`src/hdl/usart_consts.vh`:
```
// constants for the serial transceiver configuration block
// assumes an 8-bit register port with 3-bit word offsets
`ifndef USART_CONSTS_VH
`define USART_CONSTS_VH

// register offsets
`define OFS_DATA    3'h0
`define OFS_STATUS  3'h1
`define OFS_INTERRUPT_LEVEL_CONTROL   3'h3
`define OFS_ENABLE_AND_OPTION_CONTROL   3'h4
`define OFS_FRAME_FORMAT_CONTROL   3'h5
`define OFS_BAUDL   3'h6
`define OFS_BAUDH   3'h7

// reset values
`define STATUS_RST  8'h20
`define FRAME_FORMAT_CONTROL_RST   8'h06
`define ZERO8       8'h00

// enable_and_option_control fields
`define CB_RXEN     4
`define CB_TXEN     3
`define CB_DOUBLE   2
`define CB_MULTIPROC_ADDRESS_FILTER     1
`define CB_TX9      0

// frame_format_control fields
`define CC_MODE     7:6
`define CC_PAR_EN   5
`define CC_PAR_ODD  4
`define CC_STOP     3
`define CC_SIZE     2:0
`define CC_ORDER    2
`define CC_PHASE    1

// status fields
`define ST_RXC      7
`define ST_TXC      6

// communication modes
`define MODE_ASYNC  2'h0
`define MODE_SYNC   2'h1
`define MODE_INFRA  2'h2
`define MODE_SPI    2'h3

// character size codes
`define SIZE_5      3'h0
`define SIZE_6      3'h1
`define SIZE_7      3'h2
`define SIZE_8      3'h3
`define SIZE_9      3'h7

// timing: ticks per bit and fixed point baud counter (1/128 cycle units)
`define OS_NORMAL   5'h10
`define OS_DOUBLE   5'h08
`define SYNC_TICKS  5'h02
`define FRAC_ONE    27'h0000080
`define FRAC_SHIFT  4'h7

`endif

```
`src/hdl/usart_frame_and_baud_config.v`:
```
// serial transceiver: register port, baud generator, frame transmitter and receiver
// assumes one clock mclk, rxd asynchronous to it, register strobes synchronous to mclk
//
// Overview of operation
// async double speed: divide by 8
// double speed ignored in synchronous mode
// software keeps double speed off in infrared
// address filter drops frames without address
// ninth tx bit latched with data write
// mode field: async, sync, infrared, spi
// parity field: off, even, odd
// transmitter appends computed parity bit
// receiver checks parity, flags mismatch
// stop selector one/two, transmit only
// character size five to nine bits
// spi bit order lsb or msb first
// software keeps bit order during transfers
// spi clock phase picks sampling edge
// spi ignores parity, stop, speed, filter, ninth
// baud select twelve bits, two registers
// low baud write reloads prescaler
// software keeps baud steady while active
// scale is signed, minus eight reserved
// positive scale prescales, negative fractional
// short characters: upper bits zero
// received ninth bit shown in status
// high baud write alone does not reload
`timescale 1ns/1ns
`include "usart_consts.vh"

module usart_frame_and_baud_config (
    input  wire       mclk,
    input  wire       rstn,
    input  wire [2:0] addr,
    input  wire [7:0] wdata,
    input  wire       wr_stb,
    input  wire       rd_stb,
    output reg  [7:0] rdata,
    input  wire       rxd,
    output reg        txd,
    output reg        xck,
    output reg        xck_oe
);

////////////////////////////////////////////////////////////////////////////////
// reset release and pin synchronisers

reg rst_m_r;
reg rst_s_r;
reg rxd_m_r;
reg rxd_s_r;
reg rxd_d_r;

always @(posedge mclk or negedge rstn) begin
    if (!rstn) begin
        rst_m_r <= 1'b0;
        rst_s_r <= 1'b0;
    end else begin
        rst_m_r <= 1'b1;
        rst_s_r <= rst_m_r;
    end
end

always @(posedge mclk or negedge rst_s_r) begin
    if (!rst_s_r) begin
        rxd_m_r <= 1'b1;
        rxd_s_r <= 1'b1;
        rxd_d_r <= 1'b1;
    end else begin
        rxd_m_r <= rxd;
        rxd_s_r <= rxd_m_r;
        rxd_d_r <= rxd_s_r;
    end
end

////////////////////////////////////////////////////////////////////////////////
// configuration decode

reg  [5:0]  interrupt_level_control_r;
reg  [4:0]  enable_and_option_control_r;
reg  [7:0]  frame_format_control_r;
reg  [7:0]  baudl_r;
reg  [7:0]  baudh_r;
reg  [11:0] act_baud_select_r;
reg  [3:0]  act_scale_r;

wire [1:0] mode     = frame_format_control_r[`CC_MODE];
wire       is_spi   = (mode == `MODE_SPI);
wire       clocked  = is_spi | (mode == `MODE_SYNC);
wire       dbl      = enable_and_option_control_r[`CB_DOUBLE] & ~clocked;
wire [4:0] bit_ticks = clocked ? `SYNC_TICKS : (dbl ? `OS_DOUBLE : `OS_NORMAL);
wire       par_en   = ~is_spi & frame_format_control_r[`CC_PAR_EN];
wire       odd      = frame_format_control_r[`CC_PAR_ODD];
wire       two_stop = ~is_spi & frame_format_control_r[`CC_STOP];
wire       multiproc_address_filter     = ~is_spi & enable_and_option_control_r[`CB_MULTIPROC_ADDRESS_FILTER];
wire       order    = frame_format_control_r[`CC_ORDER];
wire       phase    = frame_format_control_r[`CC_PHASE];
wire       rxen     = enable_and_option_control_r[`CB_RXEN];
wire       txen     = enable_and_option_control_r[`CB_TXEN];

function [3:0] nbits_of;
    input [2:0] c;
    begin
        case (c)
            `SIZE_5: nbits_of = 4'h5;
            `SIZE_6: nbits_of = 4'h6;
            `SIZE_7: nbits_of = 4'h7;
            `SIZE_9: nbits_of = 4'h9;
            default: nbits_of = 4'h8;
        endcase
    end
endfunction

wire [3:0] n_cfg = is_spi ? 4'h8 : nbits_of(frame_format_control_r[`CC_SIZE]);

////////////////////////////////////////////////////////////////////////////////
// baud generator: down counter in 1/128 cycle units

function [26:0] reload_of;
    input [11:0] b;
    input [3:0]  s;
    reg   [2:0]  m;
    begin
        m = s[3] ? (~s[2:0] + 3'h1) : s[2:0];
        if (s[3])
            reload_of = ({15'h0, b} << (`FRAC_SHIFT - {1'b0, m})) + `FRAC_ONE;
        else
            reload_of = ({15'h0, b} + 27'h1) << ({1'b0, m} + `FRAC_SHIFT);
    end
endfunction

reg  [26:0] baud_cnt_r;
wire        tick   = (baud_cnt_r <= `FRAC_ONE);
wire [26:0] reload = reload_of(act_baud_select_r, act_scale_r);

wire wr_data  = wr_stb & (addr == `OFS_DATA);
wire wr_stat  = wr_stb & (addr == `OFS_STATUS);
wire wr_baudl = wr_stb & (addr == `OFS_BAUDL);
wire rd_data  = rd_stb & (addr == `OFS_DATA);

always @(posedge mclk or negedge rst_s_r) begin
    if (!rst_s_r)
        baud_cnt_r <= `FRAC_ONE;
    else if (wr_baudl)
        baud_cnt_r <= reload_of({baudh_r[3:0], wdata}, baudh_r[7:4]);
    else if (tick)
        baud_cnt_r <= baud_cnt_r + reload - `FRAC_ONE;
    else
        baud_cnt_r <= baud_cnt_r - `FRAC_ONE;
end

////////////////////////////////////////////////////////////////////////////////
// transmitter

reg  [8:0]  tx_hold_r;
reg         dre_r;
reg         txc_r;
reg         tx_busy_r;
reg  [12:0] tx_frame_r;
reg  [3:0]  tx_left_r;
reg  [4:0]  tx_tcnt_r;
reg  [7:0]  spi_rx_r;
reg  [12:0] frm;
reg  [8:0]  dat;
reg  [3:0]  len;
integer     i;

always @* begin
    frm = 13'h1fff;
    dat = 9'h000;
    len = 4'h8;
    for (i = 0; i < 9; i = i + 1)
        if (i < n_cfg)
            dat[i] = tx_hold_r[i];
    if (is_spi) begin
        for (i = 0; i < 8; i = i + 1)
            frm[i] = order ? tx_hold_r[i] : tx_hold_r[7-i];
    end else begin
        frm[0] = 1'b0;
        for (i = 0; i < 9; i = i + 1)
            if (i < n_cfg)
                frm[i+1] = dat[i];
        if (par_en)
            frm[n_cfg+4'h1] = ^dat ^ odd;
        len = 4'h2 + n_cfg + {3'h0, par_en} + {3'h0, two_stop};
    end
end

wire tx_load    = txen & ~dre_r & ~tx_busy_r;
wire bit_end    = tick & tx_busy_r & (tx_tcnt_r == bit_ticks - 5'h1);
wire tx_done    = bit_end & (tx_left_r == 4'h1);
wire mid_strobe = tick & tx_busy_r & clocked & (tx_tcnt_r == 5'h0);
wire [3:0] spi_k = order ? (4'h8 - tx_left_r) : (tx_left_r - 4'h1);

always @(posedge mclk or negedge rst_s_r) begin
    if (!rst_s_r) begin
        tx_hold_r  <= 9'h000;
        dre_r      <= 1'b1;
        txc_r      <= 1'b0;
        tx_busy_r  <= 1'b0;
        tx_frame_r <= 13'h1fff;
        tx_left_r  <= 4'h0;
        tx_tcnt_r  <= 5'h0;
        spi_rx_r   <= 8'h00;
        txd        <= 1'b1;
        xck        <= 1'b0;
        xck_oe     <= 1'b0;
    end else begin
        xck_oe <= clocked;
        if (wr_data && dre_r) begin
            tx_hold_r <= {enable_and_option_control_r[`CB_TX9], wdata};
            dre_r     <= 1'b0;
        end
        if (wr_stat && wdata[`ST_TXC])
            txc_r <= 1'b0;
        if (tx_load) begin
            dre_r      <= 1'b1;
            tx_busy_r  <= 1'b1;
            tx_frame_r <= frm;
            tx_left_r  <= len;
            tx_tcnt_r  <= 5'h0;
            txd        <= frm[0];
            xck        <= is_spi & phase;
        end else if (tx_busy_r && tick) begin
            if (mid_strobe && is_spi)
                spi_rx_r[spi_k[2:0]] <= rxd_s_r;
            if (bit_end) begin
                tx_tcnt_r  <= 5'h0;
                tx_frame_r <= {1'b1, tx_frame_r[12:1]};
                tx_left_r  <= tx_left_r - 4'h1;
                if (tx_done) begin
                    tx_busy_r <= 1'b0;
                    txd       <= 1'b1;
                    xck       <= 1'b0;
                    if (dre_r)
                        txc_r <= 1'b1;
                end else begin
                    txd <= tx_frame_r[1];
                    xck <= is_spi & phase;
                end
            end else begin
                tx_tcnt_r <= tx_tcnt_r + 5'h1;
                if (clocked)
                    xck <= ~(is_spi & phase);
            end
        end
    end
end

////////////////////////////////////////////////////////////////////////////////
// receiver

reg        rx_act_r;
reg  [3:0] rx_pos_r;
reg  [4:0] rx_tcnt_r;
reg  [8:0] rx_shift_r;
reg        rx_par_r;
reg  [8:0] rx_buf_r;
reg        rxc_r;
reg        ferr_r;
reg        parity_error_flag_r;
reg        ovf_r;

wire samp = is_spi ? 1'b0 :
            clocked ? (mid_strobe & (rx_act_r | ~rxd_s_r)) :
            (tick & rx_act_r & (rx_tcnt_r == 5'h1));
wire [3:0] stop_pos = n_cfg + 4'h1 + {3'h0, par_en};
wire fin       = samp & rx_act_r & (rx_pos_r == stop_pos);
wire addr_bit  = (n_cfg == 4'h9) ? rx_shift_r[8] : rxd_s_r;
wire rx_parity_error_flag_c = par_en & (^rx_shift_r ^ rx_par_r ^ odd);
wire del       = (fin & ~(multiproc_address_filter & ~addr_bit)) | (is_spi & tx_done);
wire [8:0] del_word = is_spi ? {1'b0, spi_rx_r} : rx_shift_r;

always @(posedge mclk or negedge rst_s_r) begin
    if (!rst_s_r) begin
        rx_act_r   <= 1'b0;
        rx_pos_r   <= 4'h0;
        rx_tcnt_r  <= 5'h0;
        rx_shift_r <= 9'h000;
        rx_par_r   <= 1'b0;
        rx_buf_r   <= 9'h000;
        rxc_r      <= 1'b0;
        ferr_r     <= 1'b0;
        parity_error_flag_r     <= 1'b0;
        ovf_r      <= 1'b0;
    end else if (!rxen) begin
        rx_act_r <= 1'b0;
        rxc_r    <= 1'b0;
        ferr_r   <= 1'b0;
        parity_error_flag_r   <= 1'b0;
        ovf_r    <= 1'b0;
    end else begin
        if (rd_data) begin
            rxc_r  <= 1'b0;
            ferr_r <= 1'b0;
            parity_error_flag_r <= 1'b0;
            ovf_r  <= 1'b0;
        end
        if (wr_stat && wdata[`ST_RXC])
            rxc_r <= 1'b0;
        if (!clocked && !rx_act_r && rxd_d_r && !rxd_s_r) begin
            rx_act_r  <= 1'b1;
            rx_pos_r  <= 4'h0;
            rx_tcnt_r <= bit_ticks >> 1;
        end else if (!clocked && rx_act_r && tick)
            rx_tcnt_r <= (rx_tcnt_r == 5'h1) ? bit_ticks : rx_tcnt_r - 5'h1;
        if (samp) begin
            if (rx_pos_r == 4'h0) begin
                rx_act_r   <= ~rxd_s_r;
                rx_pos_r   <= 4'h1;
                rx_shift_r <= 9'h000;
            end else if (rx_pos_r <= n_cfg) begin
                rx_shift_r[rx_pos_r - 4'h1] <= rxd_s_r;
                rx_pos_r <= rx_pos_r + 4'h1;
            end else if (!fin) begin
                rx_par_r <= rxd_s_r;
                rx_pos_r <= rx_pos_r + 4'h1;
            end else
                rx_act_r <= 1'b0;
        end
        if (del) begin
            if (rxc_r && !rd_data)
                ovf_r <= 1'b1;
            else begin
                rx_buf_r <= del_word;
                rxc_r    <= 1'b1;
                ferr_r   <= ~is_spi & ~rxd_s_r;
                parity_error_flag_r   <= ~is_spi & rx_parity_error_flag_c;
            end
        end
    end
end

////////////////////////////////////////////////////////////////////////////////
// register port

wire [7:0] status = {rxc_r, txc_r, dre_r,
                     ~is_spi & ferr_r, ~is_spi & ovf_r, ~is_spi & parity_error_flag_r,
                     1'b0, ~is_spi & rx_buf_r[8]};

always @(posedge mclk or negedge rst_s_r) begin
    if (!rst_s_r) begin
        interrupt_level_control_r     <= 6'h00;
        enable_and_option_control_r     <= 5'h00;
        frame_format_control_r     <= `FRAME_FORMAT_CONTROL_RST;
        baudl_r     <= `ZERO8;
        baudh_r     <= `ZERO8;
        act_baud_select_r  <= 12'h000;
        act_scale_r <= 4'h0;
        rdata       <= `ZERO8;
    end else begin
        if (wr_stb) begin
            case (addr)
                `OFS_INTERRUPT_LEVEL_CONTROL: interrupt_level_control_r <= wdata[5:0];
                `OFS_ENABLE_AND_OPTION_CONTROL: enable_and_option_control_r <= wdata[4:0];
                `OFS_FRAME_FORMAT_CONTROL: frame_format_control_r <= wdata;
                `OFS_BAUDL: begin
                    baudl_r     <= wdata;
                    act_baud_select_r  <= {baudh_r[3:0], wdata};
                    act_scale_r <= baudh_r[7:4];
                end
                `OFS_BAUDH: baudh_r <= wdata;
                default: ;
            endcase
        end
        if (rd_stb) begin
            case (addr)
                `OFS_DATA:   rdata <= rx_buf_r[7:0];
                `OFS_STATUS: rdata <= status;
                `OFS_INTERRUPT_LEVEL_CONTROL:  rdata <= {2'h0, interrupt_level_control_r};
                `OFS_ENABLE_AND_OPTION_CONTROL:  rdata <= {3'h0, enable_and_option_control_r};
                `OFS_FRAME_FORMAT_CONTROL:  rdata <= frame_format_control_r;
                `OFS_BAUDL:  rdata <= baudl_r;
                `OFS_BAUDH:  rdata <= baudh_r;
                default:     rdata <= `ZERO8;
            endcase
        end else
            rdata <= `ZERO8;
    end
end

endmodule // usart_frame_and_baud_config

```
`config.mk`:
```
export PLATFORM = sky130hd
export DESIGN_NAME = usart_frame_and_baud_config
export DESIGN_NICKNAME = d
export VERILOG_FILES = /design/src/hdl/usart_frame_and_baud_config.v
export VERILOG_INCLUDE_DIRS = /design/src /design/src/hdl
export SDC_FILE = /design/constraint.sdc
export NUM_CORES = 1
export LEC_CHECK = 0
export BUFFER_PORTS_ARGS = -buffer_cell sky130_fd_sc_hd__buf_2
export CAP_MARGIN = 15
export CORE_ASPECT_RATIO = 0.6
export CORE_MARGIN = 4
export CORE_UTILIZATION = 50
export CTS_CLUSTER_SIZE = 25
export DETAILED_ROUTE_END_ITERATION = 10
export PLACE_DENSITY = 0.68
export SYNTH_ARGS = -nofsm -noshare
export SYNTH_HDL_FRONTEND = slang
export SYNTH_SLANG_ARGS = --single-unit
```
`constraint.sdc`:
```
create_clock -name mclk -period 4.3 [get_ports mclk]
set_input_delay 0.43 -clock mclk [delete_from_list [all_inputs] [get_ports mclk]]
set_output_delay 0.43 -clock mclk [all_outputs]
set_load 0.01 [all_outputs]
```
==> parameters.txt, run 1 <==
Parameter                              Value

Finish
  Final #Nets    2104
  Number of inserted filler cells in the final layout    2412
  Final core utilization    0.648
  Synth-to-Final Area Change    26.4%
  Layout Cell Area excl Fill    18800 um2
  Layout cell share with drive strength beyond 1    0.299

Yosys
  Area fraction of the dominant cell type after synthesis    0.235
  Ys Warns    0
  Post-synthesis simple-gate area fraction    0.207
  Cell accounting for the most synthesized area    dfrtp_1
  Main area contributors after synthesis    dfrtp_1 (24%), ha_1 (7.0%), nand2_1 (6.0%)
  Synth Flop Type    dfrtp_1
  Flops & latches, synth    160
  Multiplexer fraction of the synthesized cell area    0.113
  Post-synth EDFFs    0
  Post-Synthesis Cell Area    14900 um2
  Largest family of logic cells by synthesized area    compound AO/OA/AOI/OAI gates
  Post-synthesis cell type count    96
  Gate count of the mapped netlist    1840
  Synthesized-area fraction occupied by ao, oa, aoi and oai cells    0.211
  Cell types with the highest counts after synthesis    nand2_1 (237), dfrtp_1 (140), o21ai_0 (117)
  Sequential fraction of the synthesis area    0.271
  Avg Cell Area, Syn    8.09 um2
  Share of async-settable or async-resettable flops after synthesis    1.00
  Most repeated cell in the gate-level netlist after synthesis    nand2_1
  Post-Synth XOR/XNOR Area    0.0648
  Net count after synthesis    1941
  Post-synthesis share of cell area spent on full adders, half adders and majority gates    0.0725

STA
  Slew at the pin closest to its max-slew limit    961 ps
  Fin. Hold Viols    0
  Final-report max-slew violation count    0
  Worst clock skew    22.3 ps
  RSZ-0062 raised after global routing    true
  Worst slew slack as a fraction of its limit    0.358
  Hold Worst Slack    81.7 ps
  Number of failing setup endpoints in the final timing report    16
  Min Tclk post-route    4800 ps
  FMAX    0.208 GHz
  Worst path setup slack after routing    -503 ps
  Post-route setup TNS    -4440 ps
  Final clock period utilization by the worst path    1.12

Drt
  Count of vias placed by the detailed router    15400
  Total wire length after detailed routing    53.0 mm
  Post-DR vias/cell    6.37
  Wirelength per Cell    21.9 um
  Antenna Nets Post-Route    0
  Initial detailed-routing violation count    2043
  Total DRC errors in the routed layout    0
  Length of the first detailed-routing pass in iterations    7

Die
  DIE AREA    32700 um2
  Number of core rows    48
  Starting Density    0.513
  Number of top-level design ports    27
  Floorplan die height    142 um
  Die Wd    231 um
  Area of the placeable core    29000 um2

Critical path
  Worst Path Max Fanout    4
  Setup slack, reg-to-reg    -500 ps
  Required time of the critical path    4640 ps
  FF-to-FF path depth    22
  Cells along the critical path    inv_4 > ha_4 > nand2b_4 > xnor2_2 > buf_4 > mux2i_2 > nand4_1 > nand2b_4 > or4_4 > xnor2_2 > a21o_1 > ha_4 > inv_2 > ha_4 > and3_4 > and3_4 > nand4_1 > o221ai_2 > a31oi_1 > xnor2_1 > o21ai_1 > o41ai_2
  Crit Path Category    flop to flop
  Sort of element at the start of the critical path    flop
  Top cell by count, worst path    ha_4
  Critical path origin    act_scale_r[0]
  Reg2reg end    baud_cnt_r[26]
  Slowest CP cell    or4_4
  Critical register-to-register path startpoint    act_scale_r[0]
  Slowest stage delay, CP    520 ps
  Critical path endpoint category    flop
  Arrival time reported for the critical path endpoint    5140 ps

Clock network
  Later-pin clock latency in the skew report    460 ps
  CTS tree    built
  Clk slew on worst S/H paths    80 ps
  Number of buffers created by CTS    17
  Buffer cell driving the clock tree root    clkbuf_16
  Number of levels the H-tree was split into    4
  Number of clock sinks    160
  Bufs on Longest Clock Path    2

Hold path
  Hold WC Path Type    input port to flop
  Hold endpoint    rxd_m_r
  Worst hold stages    1
  Hold path startpoint    rxd

Placement
  Area post-placement    17000 um2
  Post-DP HPWL    40.0 mm
  Final weighted congestion of routability-driven global placement    1.00
  Number of buffers inserted by port buffering    26
  Worst-case setup slack after placement    -512 ps

Power
  Worst supply voltage drop on vdd    1090 uV
  Pwr per Cell Area    1010 nW/um2
  Leakage component of the power    7.89 nW

Global route
  Vias in the first global route    13900
  Global-route usage over all layers    0.313
  First-pass GRT wire length    80.5 mm
  Maximum number of pins on one net before global-route repair    103
  Global route total overflow    0
  Initial antenna violation count    1

Run status
  Failing checks    setup timing
  Result of the run    finished, violations left

Run
  MaxCap Viol Count    0
-- state kept, by name (all words and copies together) (netlist names), 5 cells and up --
name,flops
act_baud_select_r,5
spi_rx_r,8
tx_hold_r,9
rx_buf_r,9
interrupt_level_control_r,6
enable_and_option_control_r,5
baudh_r,8
baudl_r,7
rdata,8
tx_tcnt_r,5
rx_shift_r,9
frame_format_control_r,8
baud_cnt_r,27
rx_tcnt_r,5
tx_frame_r,12
-- cell usage in the layout (no fill, tap or decap), drive strengths merged, types with 14 or more instances in the layout --
| master | count |
|---|---|
| a211oi | 25 |
| a21oi | 108 |
| a31oi | 31 |
| and2 | 19 |
| and3 | 18 |
| buf | 268 |
| clkbuf | 18 |
| dfrtp | 140 |
| dfstp | 20 |
| ha | 83 |
| inv | 110 |
| mux2 | 78 |
| mux2i | 61 |
| nand2 | 237 |
| nand2b | 14 |
| nand3 | 55 |
| nand4 | 28 |
| nor2 | 111 |
| nor2b | 15 |
| nor3 | 67 |
| nor4 | 14 |
| o211ai | 24 |
| o21ai | 121 |
| xnor2 | 82 |
| xor2 | 22 |
-- routing by layer --
| layer | global-route usage | wire [um] | vias up |
|---|---|---|---|
| met1 | 0.497 | 25000 | 7405 |
| met5 | 0 | 0 | - |
| met2 | 0.401 | 20300 | 886 |
| met3 | 0.122 | 7350 | 65 |
| met4 | 0.0402 | 409 | 0 |
| li1 | - | - | 7033 |
-- cells by family (layout without fill, tap and decap cells) --
family,after synthesis,in the layout
AND/OR/NAND/NOR,636,636
AO/OA/AOI/OAI,476,476
buffers and inverters,229,405
flip-flops,160,160
multiplexers,147,147
XOR/XNOR,106,106
adder cells (fa/ha/maj),85,85
other,1,2
-- layout make-up --
cell class	count	area (um2)	area share
Antenna cell	1	2.50	0.000133
Clock buffer	18	429	0.0228
Clock inverter	14	169	0.00898
Inverter	104	395	0.0210
Multi-Input combinational cell	1451	11200	0.594
Sequential cell	160	4030	0.214
Tap cell	400	500	0.0266
Timing Repair Buffer	269	2110	0.112
-- worst max path at each step --
stage | end | slack (ps) | cells past startpoint
finish | baud_cnt_r[26] | -500 | 22
floorplan | baud_cnt_r[26] | -440 | 26
global placement | baud_cnt_r[26] | -320 | 25
global route | baud_cnt_r[26] | -680 | 25
CTS | baud_cnt_r[26] | -350 | 23
detailed placement | baud_cnt_r[26] | -510 | 23
-- stage by stage --
step | cells | total power, mW
after floorplan | 1840 | 10.2
after detailed placement | 2347 | 14.4
final | 2417 | 19.1
after global routing | 2416 | 20.1
after CTS | 2394 | 16.8
after global placement | 2347 | 14.2
-- where the power goes --
group | internal (mW) | leakage [nW] | switching (mW)
Sequential | 1.92 | 2.00 | 0.507
Combinational | 7.01 | 5.59 | 8.05
Clock | 0.877 | 0.296 | 0.712
-- timing repair --
| item | in CTS | in global routing |
|---|---|---|
| endpoints found under the hold margin | 2 | 0 |
| hold buffers | 1 | 0 |
| gates resized for setup | 52 | 137 |
| pin swaps | 29 | 56 |
| setup endpoints to repair | 17 | 20 |
| buffers inserted | 17 | 25 |
-- critical path, delay by kind of cell (launching register included) --
kind / cells / cell delay (ps)
AND/OR/NAND/NOR: 7 / 1600
AO/OA/AOI/OAI: 5 / 790
adder cells (fa/ha/maj): 3 / 710
XOR/XNOR: 3 / 600
flip-flops: 1 / 400
buffers and inverters: 3 / 290
multiplexers: 1 / 280
No activity file was read; power rests on OpenSTA's default activity.
==> run 2: changes to the inputs <==
--- a/config.mk
+++ b/config.mk
@@ -10,10 +10,10 @@
 export CAP_MARGIN = 15
 export CORE_ASPECT_RATIO = 0.6
 export CORE_MARGIN = 4
-export CORE_UTILIZATION = 50
+export CORE_UTILIZATION = 37
 export CTS_CLUSTER_SIZE = 25
 export DETAILED_ROUTE_END_ITERATION = 10
-export PLACE_DENSITY = 0.68
+export GPL_TIMING_DRIVEN = 0
 export SYNTH_ARGS = -nofsm -noshare
 export SYNTH_HDL_FRONTEND = slang
 export SYNTH_SLANG_ARGS = --single-unit
==> run 2 against run 1 <==
The run still ends with setup timing left. Combinational power decreased by 5%. First-iteration DRC count is 9.2% lower. Worst setup slack worse by 260 ps. Core utilization decreased by 18 points. Hold slack lost 3.6 ps. Flip-flop and latch count did not move. Cell area fell by 0.92%. Critical endpoint unchanged. Largest power group unchanged. Highest routed layer unchanged.
==> parameters.txt, run 2 (synthesized netlist as in run 1, its figures left out) <==
Parameter                              Value

Finish
  Top reg by flops    baud_cnt_r
  Layout cell share with drive strength beyond 1    0.254 (-0.0443)
  Final core utilization    0.473 (-0.175)
  Registers with the most flip-flops    baud_cnt_r x27, tx_frame_r x12
  Flip-flop count of the largest register, all copies and words added    27 (unchanged)
  Final instance count without filler cells    2493 (+3.1%)
  Most frequent standard cell in the layout excluding fill and tap cells    nand2_1
  Synth-to-Final Area Change    25.2%
  Final #Nets    2058 (-2.2%)
  Most frequent cells in the layout    nand2_1 (231), dfrtp_1 (137), nor2_1 (104)

Critical path
  Slowest CP cell    a222oi_1
  Arrival time reported for the critical path endpoint    5370 ps (+230 ps)
  Top cell by count, worst path    mux2i_4
  Worst Path Max Fanout    6 (+2)
  Required time of the critical path    4610 ps (-30 ps)
  Sort of element at the start of the critical path    flop
  Slowest stage delay, CP    710 ps (+190 ps)
  Critical path endpoint category    flop
  Crit Path Category    flop to flop

Die
  DIE AREA    43600 um2 (+33%)
  Die Wd    267 um (+16%)
  Starting Density    0.378 (-0.135)
  Floorplan die height    163 um (+15%)
  Number of core rows    56 (+17%)
  Number of top-level design ports    27 (unchanged)
  Area of the placeable core    39400 um2 (+36%)

Run
  MaxCap Viol Count    0 (unchanged)

STA
  Worst clock skew    11.3 ps (-11.1 ps)
  FMAX    0.198 GHz (-5.1%)
  Worst slew slack as a fraction of its limit    0.241 (-0.117)
  Number of failing setup endpoints in the final timing report    18 (+2)
  Fin. Hold Viols    0 (unchanged)
  Final-report max-slew violation count    0 (unchanged)
  Slew at the pin closest to its max-slew limit    1140 ps (+175 ps)
  RSZ-0062 raised after global routing    true
  Min Tclk post-route    5060 ps (+257 ps)
  Final clock period utilization by the worst path    1.18 (+0.0597)
  Worst path setup slack after routing    -760 ps (-257 ps)
  Post-route setup TNS    -9480 ps (-5040 ps)

Drt
  Total wire length after detailed routing    58.9 mm (+11%)
  Antenna Nets Post-Route    0 (unchanged)
  Initial detailed-routing violation count    1855 (-9.2%)
  Wirelength per Cell    23.6 um (+7.6%)
  Length of the first detailed-routing pass in iterations    6 (-1)
  Post-DR vias/cell    6.17 (-3.1%)
  Count of vias placed by the detailed router    15400 (-0.065%)
  Total DRC errors in the routed layout    0 (unchanged)

Clock network
  Number of buffers created by CTS    17 (unchanged)
  Clk slew on worst S/H paths    70 ps (about the same)
  Bufs on Longest Clock Path    2 (unchanged)
  Buffer cell driving the clock tree root    clkbuf_16
  Later-pin clock latency in the skew report    450 ps (about the same)
  Number of levels the H-tree was split into    4 (unchanged)
  CTS tree    built
  Number of clock sinks    160 (unchanged)

Placement
  Number of placed instances with taps included    2388 (+1.7%)
  Final weighted congestion of routability-driven global placement    0.993 (-0.78%)
  Post-DP HPWL    44.9 mm (+12%)
  Number of buffers inserted by port buffering    22 (-15%)

Global route
  Maximum number of pins on one net before global-route repair    62 (-40%)
  Initial antenna violation count    3 (+2)
  First-pass GRT wire length    88.4 mm (+9.8%)
  Global route total overflow    0 (unchanged)
  Global-route usage over all layers    0.265 (-0.0477)
  Vias in the first global route    14200 (+1.9%)

Power
  Worst supply voltage drop on vdd    989 uV (-9.2%)
  Pwr per Cell Area    979 nW/um2 (-3.5%)
  Leakage component of the power    7.42 nW (-5.9%)
  Post-route total power    18.2 mW (-4.4%)

Run status
  Failing checks    setup timing
  Result of the run    finished, violations left

Hold path
  Hold WC Path Type    input port to flop
[run 2: cell types whose count changed in the layout (fill, tap and decap cells not counted), sizes merged]
cell,change
buf,-137
clkbuf,+93
clkinv,-3
clkinvlp,+3
inv,-2
[run 2: worst paths after layout]
kind / from / to / slack, ps / depth (start not counted)
hold reg to reg: rst_m_r / rst_s_r / 350 / 0
setup reg to reg: act_scale_r[0] / baud_cnt_r[26] / -760 / 25
hold / removal: rxd / rxd_m_r / 80 / 1
max in group asynchronous: rst_s_r / frame_format_control_r[1] / 3100 / 1
min in group asynchronous: rstn / rst_s_r / 310 / 2
setup / recovery: act_scale_r[0] / baud_cnt_r[26] / -760 / 25
[run 2: routing by layer]
metal | wire length, um | GRT usage | part of all wire
met2 | 21600 | 0.334 | 0.37
met5 | 0 | 0 | 0
met3 | 7820 | 0.107 | 0.13
met4 | 642 | 0.0374 | 0.011
met1 | 28800 | 0.420 | 0.49
[run 2: area by class of cell]
| type | instances | area, um2 |
|---|---|---|
| timing repair buffer | 110 | 895 |
| clock buffer | 20 | 467 |
| inverter | 104 | 407 |
| buffer | 113 | 581 |
| clock inverter | 12 | 148 |
| fill | 3767 | 20700 |
| tap | 522 | 653 |
| multi-input combinational | 1451 | 11400 |
| sequential | 160 | 4040 |
| antenna | 1 | 2.50 |
[run 2: where the power goes]
group	switching (mW)	internal, mW
clock network	0.718	0.917
registers	0.422	1.92
logic	8.07	6.19
[run 2: what timing repair did]
item / 4_1_cts / 5_1_grt
hold buffers: 1 / 0
pin swaps: 72 / 60
cloned: 2 / 0
gates resized for setup: 166 / 89
setup buffers: 51 / 31
endpoints found under the setup margin: 66 / 64
hold endpoints to repair: 2 / 0
[run 2: worst max-delay path, delay by kind of cell, from the launching register on]
| kind | cells | cell delay (ps) |
|---|---|---|
| flops | 1 | 400 |
| compound gates | 8 | 1660 |
| fa+ha+maj | 3 | 910 |
| xor+xnor | 2 | 230 |
| simple gates | 2 | 260 |
| buf+inv | 7 | 890 |
| mux | 3 | 570 |
[run 2: through the flow]
step | setup WS (ps) | hold WS [ps] | instance area (um2)
final | -760 | 78.2 | 18600
after global routing | -922 | 55.1 | 18600
after CTS | -715 | 64.5 | 18000
after detailed placement | -1500 | 218 | 16200
after global placement | -1570 | 215 | 16200
after floorplan | -441 | 134 | 15400
==> run 3: changes to the inputs <==
--- a/config.mk
+++ b/config.mk
@@ -10,10 +10,11 @@
 export CAP_MARGIN = 15
 export CORE_ASPECT_RATIO = 0.6
 export CORE_MARGIN = 4
-export CORE_UTILIZATION = 37
+export CORE_UTILIZATION = 28
 export CTS_CLUSTER_SIZE = 25
 export DETAILED_ROUTE_END_ITERATION = 10
 export GPL_TIMING_DRIVEN = 0
+export PLACE_DENSITY = 0.53
 export SYNTH_ARGS = -nofsm -noshare
 export SYNTH_HDL_FRONTEND = slang
 export SYNTH_SLANG_ARGS = --single-unit
==> run 3 against run 2 <==
Sequential power about the same. Non-clock buffer count shrank 16. Core utilization shrank 12 points. Register-to-register slack worse by 420 ps. The flow still finishes with violations (setup timing). Clock power decreased by 4%. Hold slack worse by 8.4 ps. First-iteration DRC count grew 1.3%. Largest power group unchanged. Critical path type unchanged. Worst setup slack got worse by 420 ps. Fmax decreased by 7.7%. Sequential share of layout area rose by 0.057 points.
==> parameters.txt, run 3 (synthesized netlist as in run 1, its figures left out) <==
Parameter                              Value

Run status
  Result of the run    finished, violations left
  Failing checks    setup timing

Global route
  Global-route usage over all layers    0.205 (-0.0599)
  Vias in the first global route    14500 (+2.2%)
  Initial antenna violation count    2 (-1)
  First-pass GRT wire length    91.0 mm (+2.9%)
  Global route total overflow    0 (unchanged)
  Maximum number of pins on one net before global-route repair    63 (+1.6%)

STA
  Hold Worst Slack    69.7 ps (-8.42 ps)
  RSZ-0062 raised after global routing    true
  Min Tclk post-route    5480 ps (+425 ps)
  Final clock period utilization by the worst path    1.28 (+0.0987)
  Fin. Hold Viols    0 (unchanged)
  Slew at the pin closest to its max-slew limit    1060 ps (-79.7 ps)
  Worst clock skew    9.81 ps (-1.48 ps)
  Final-report max-slew violation count    0 (unchanged)
  FMAX    0.182 GHz (-7.7%)
  Worst path setup slack after routing    -1180 ps (-425 ps)
  Worst slew slack as a fraction of its limit    0.294 (+0.0532)
  Number of failing setup endpoints in the final timing report    20 (+2)

Drt
  Length of the first detailed-routing pass in iterations    6 (unchanged)
  Total wire length after detailed routing    60.2 mm (+2.4%)
  Total DRC errors in the routed layout    0 (unchanged)
  Count of vias placed by the detailed router    15300 (-0.68%)
  Wirelength per Cell    22.6 um (-4.1%)
  Initial detailed-routing violation count    1880 (+1.3%)
  Post-DR vias/cell    5.74 (-6.9%)
  Antenna Nets Post-Route    0 (unchanged)

Clock network
  Number of clock sinks    160 (unchanged)
  Buffer cell driving the clock tree root    clkbuf_16
  Clk slew on worst S/H paths    70 ps (about the same)
  Later-pin clock latency in the skew report    450 ps (about the same)
  Number of buffers created by CTS    17 (unchanged)
  Number of levels the H-tree was split into    4 (unchanged)
  CTS tree    built
  Bufs on Longest Clock Path    2 (unchanged)

Finish
  Area of the multi-input gates    11300 um2 (-1.2%)
  Sequential Area    4030 um2 (about the same)
  Registers with the most flip-flops    baud_cnt_r x27, tx_frame_r x12
  Final #Nets    2042 (-0.78%)
  Most frequent cells in the layout    nand2_1 (230), dfrtp_1 (138), nor2_1 (105)
  Synth-to-Final Area Change    24.9%
  Most frequent standard cell in the layout excluding fill and tap cells    nand2_1
  Flip-flop count of the largest register, all copies and words added    27 (unchanged)
  Number of inserted filler cells in the final layout    5416 (+44%)
  Layout cell share with drive strength beyond 1    0.237 (-0.0169)
  Final core utilization    0.354 (-0.120)
  Final instance count without filler cells    2660 (+6.7%)
  Layout Cell Area excl Fill    18600 um2 (-0.30%)
  Top reg by flops    baud_cnt_r

Die
  Die Wd    306 um (+15%)
  Starting Density    0.283 (-0.0946)
  Number of top-level design ports    27 (unchanged)
  DIE AREA    57000 um2 (+31%)
  Number of core rows    65 (+16%)
  Area of the placeable core    52500 um2 (+33%)
  Floorplan die height    187 um (+14%)

Critical path
  Critical path origin    act_scale_r[0]
  Worst Path Max Fanout    9 (+3)
  Slowest CP cell    a222oi_1
  Crit Path Category    flop to flop
  Reg2reg end    baud_cnt_r[20]
  Critical path endpoint category    flop
  Slowest stage delay, CP    810 ps (+100 ps)
  Required time of the critical path    4630 ps (+20 ps)
  CP endpoint    baud_cnt_r[20]
  FF-to-FF path depth    27 (+8.0%)
  Setup slack, reg-to-reg    -1180 ps (-420 ps)
  Sort of element at the start of the critical path    flop
  Arrival time reported for the critical path endpoint    5810 ps (+440 ps)
  Critical register-to-register path startpoint    act_scale_r[0]

Placement
  Number of placed instances with taps included    2569 (+7.6%)
  Post-DP HPWL    46.7 mm (+4.2%)
  Number of buffers inserted by port buffering    22 (unchanged)
  Area post-placement    16500 um2 (+1.3%)
  Final weighted congestion of routability-driven global placement    0.967 (-2.5%)

Hold path
  Hold WC Path Type    input port to flop

Power
  Post-route total power    17.9 mW (-2.0%)
  Worst supply voltage drop on vdd    738 uV (-25%)
  Pwr per Cell Area    962 nW/um2 (-1.7%)
  Leakage component of the power    7.32 nW (-1.3%)

Run
  MaxCap Viol Count    0 (unchanged)
run 3: cell types whose count changed in the layout (fill, tap and decap cells not counted), moves of 4 or more:
cell | before | now
buf_4 | 73 | 56
clkbuf_1 | 71 | 79
clkbuf_2 | 14 | 7
a21oi_2 | 13 | 19
mux2i_4 | 15 | 11
o21ai_0 | 88 | 92
o21ai_1 | 17 | 13
xnor2_1 | 74 | 70
run 3: worst min-delay path by stage:
stage | from | endpoint | cells after the start
detailed placement | rstn | rst_s_r | 1
finish | rxd | rxd_m_r | 1
floorplan | rstn | rst_m_r | 0
CTS | rxd | rxd_m_r | 1
global route | rxd | rxd_m_r | 1
global placement | rstn | rst_m_r | 1
run 3: power breakdown:
| group | internal (mW) | leakage [nW] | total [mW] | switching (mW) |
|---|---|---|---|---|
| Combinational | 5.93 | 5.03 | 13.9 | 7.99 |
| Clock | 0.909 | 0.292 | 1.58 | 0.671 |
| Sequential | 1.92 | 2.00 | 2.37 | 0.448 |
| Total | 8.76 | 7.32 | 17.9 | 9.11 |
run 3: repair_timing:
item | CTS | global route
setup endpoints to repair | 65 | 66
hold buffers | 1 | 0
gates cloned | 0 | 1
pin swaps | 56 | 35
hold endpoints to repair | 2 | 0
buffers inserted | 49 | 12
resized for setup | 156 | 62
run 3: area by class of cell:
cell class                      count  share of cell area
Tap cell                          703              0.0473
Sequential cell                   160               0.217
Inverter                          104              0.0219
Clock buffer                       22              0.0255
Buffer                            118              0.0335
Timing Repair Buffer               89              0.0388
Antenna cell                        3            0.000404
Multi-Input combinational cell   1451               0.609
Clock inverter                     10             0.00674
run 3: worst max-delay path, delay by kind of cell (launching register included):
family	cells	cell delay, ps
XOR/XNOR	2	320
adder cells (fa/ha/maj)	3	870
multiplexers	3	720
buffers and inverters	9	1110
AO/OA/AOI/OAI	7	1590
flip-flops	1	420
AND/OR/NAND/NOR	3	290
run 3: routing by layer:
layer  vias up  global-route usage  routed length [um]
met3        45              0.0915                8170
met2       763               0.247               21500
li1       6897                   -                   -
met4         0              0.0416                 701
met5         -                   0                   0
met1      7569               0.324               29900
run 3: through the flow:
| step | setup WS, ps | TNS (ps) |
|---|---|---|
| after floorplan | -441 | -3510 |
| after global placement | -1930 | -43550 |
| after detailed placement | -1950 | -44940 |
| after CTS | -861 | -11360 |
| after global routing | -1130 | -16570 |
| final | -1180 | -15030 |
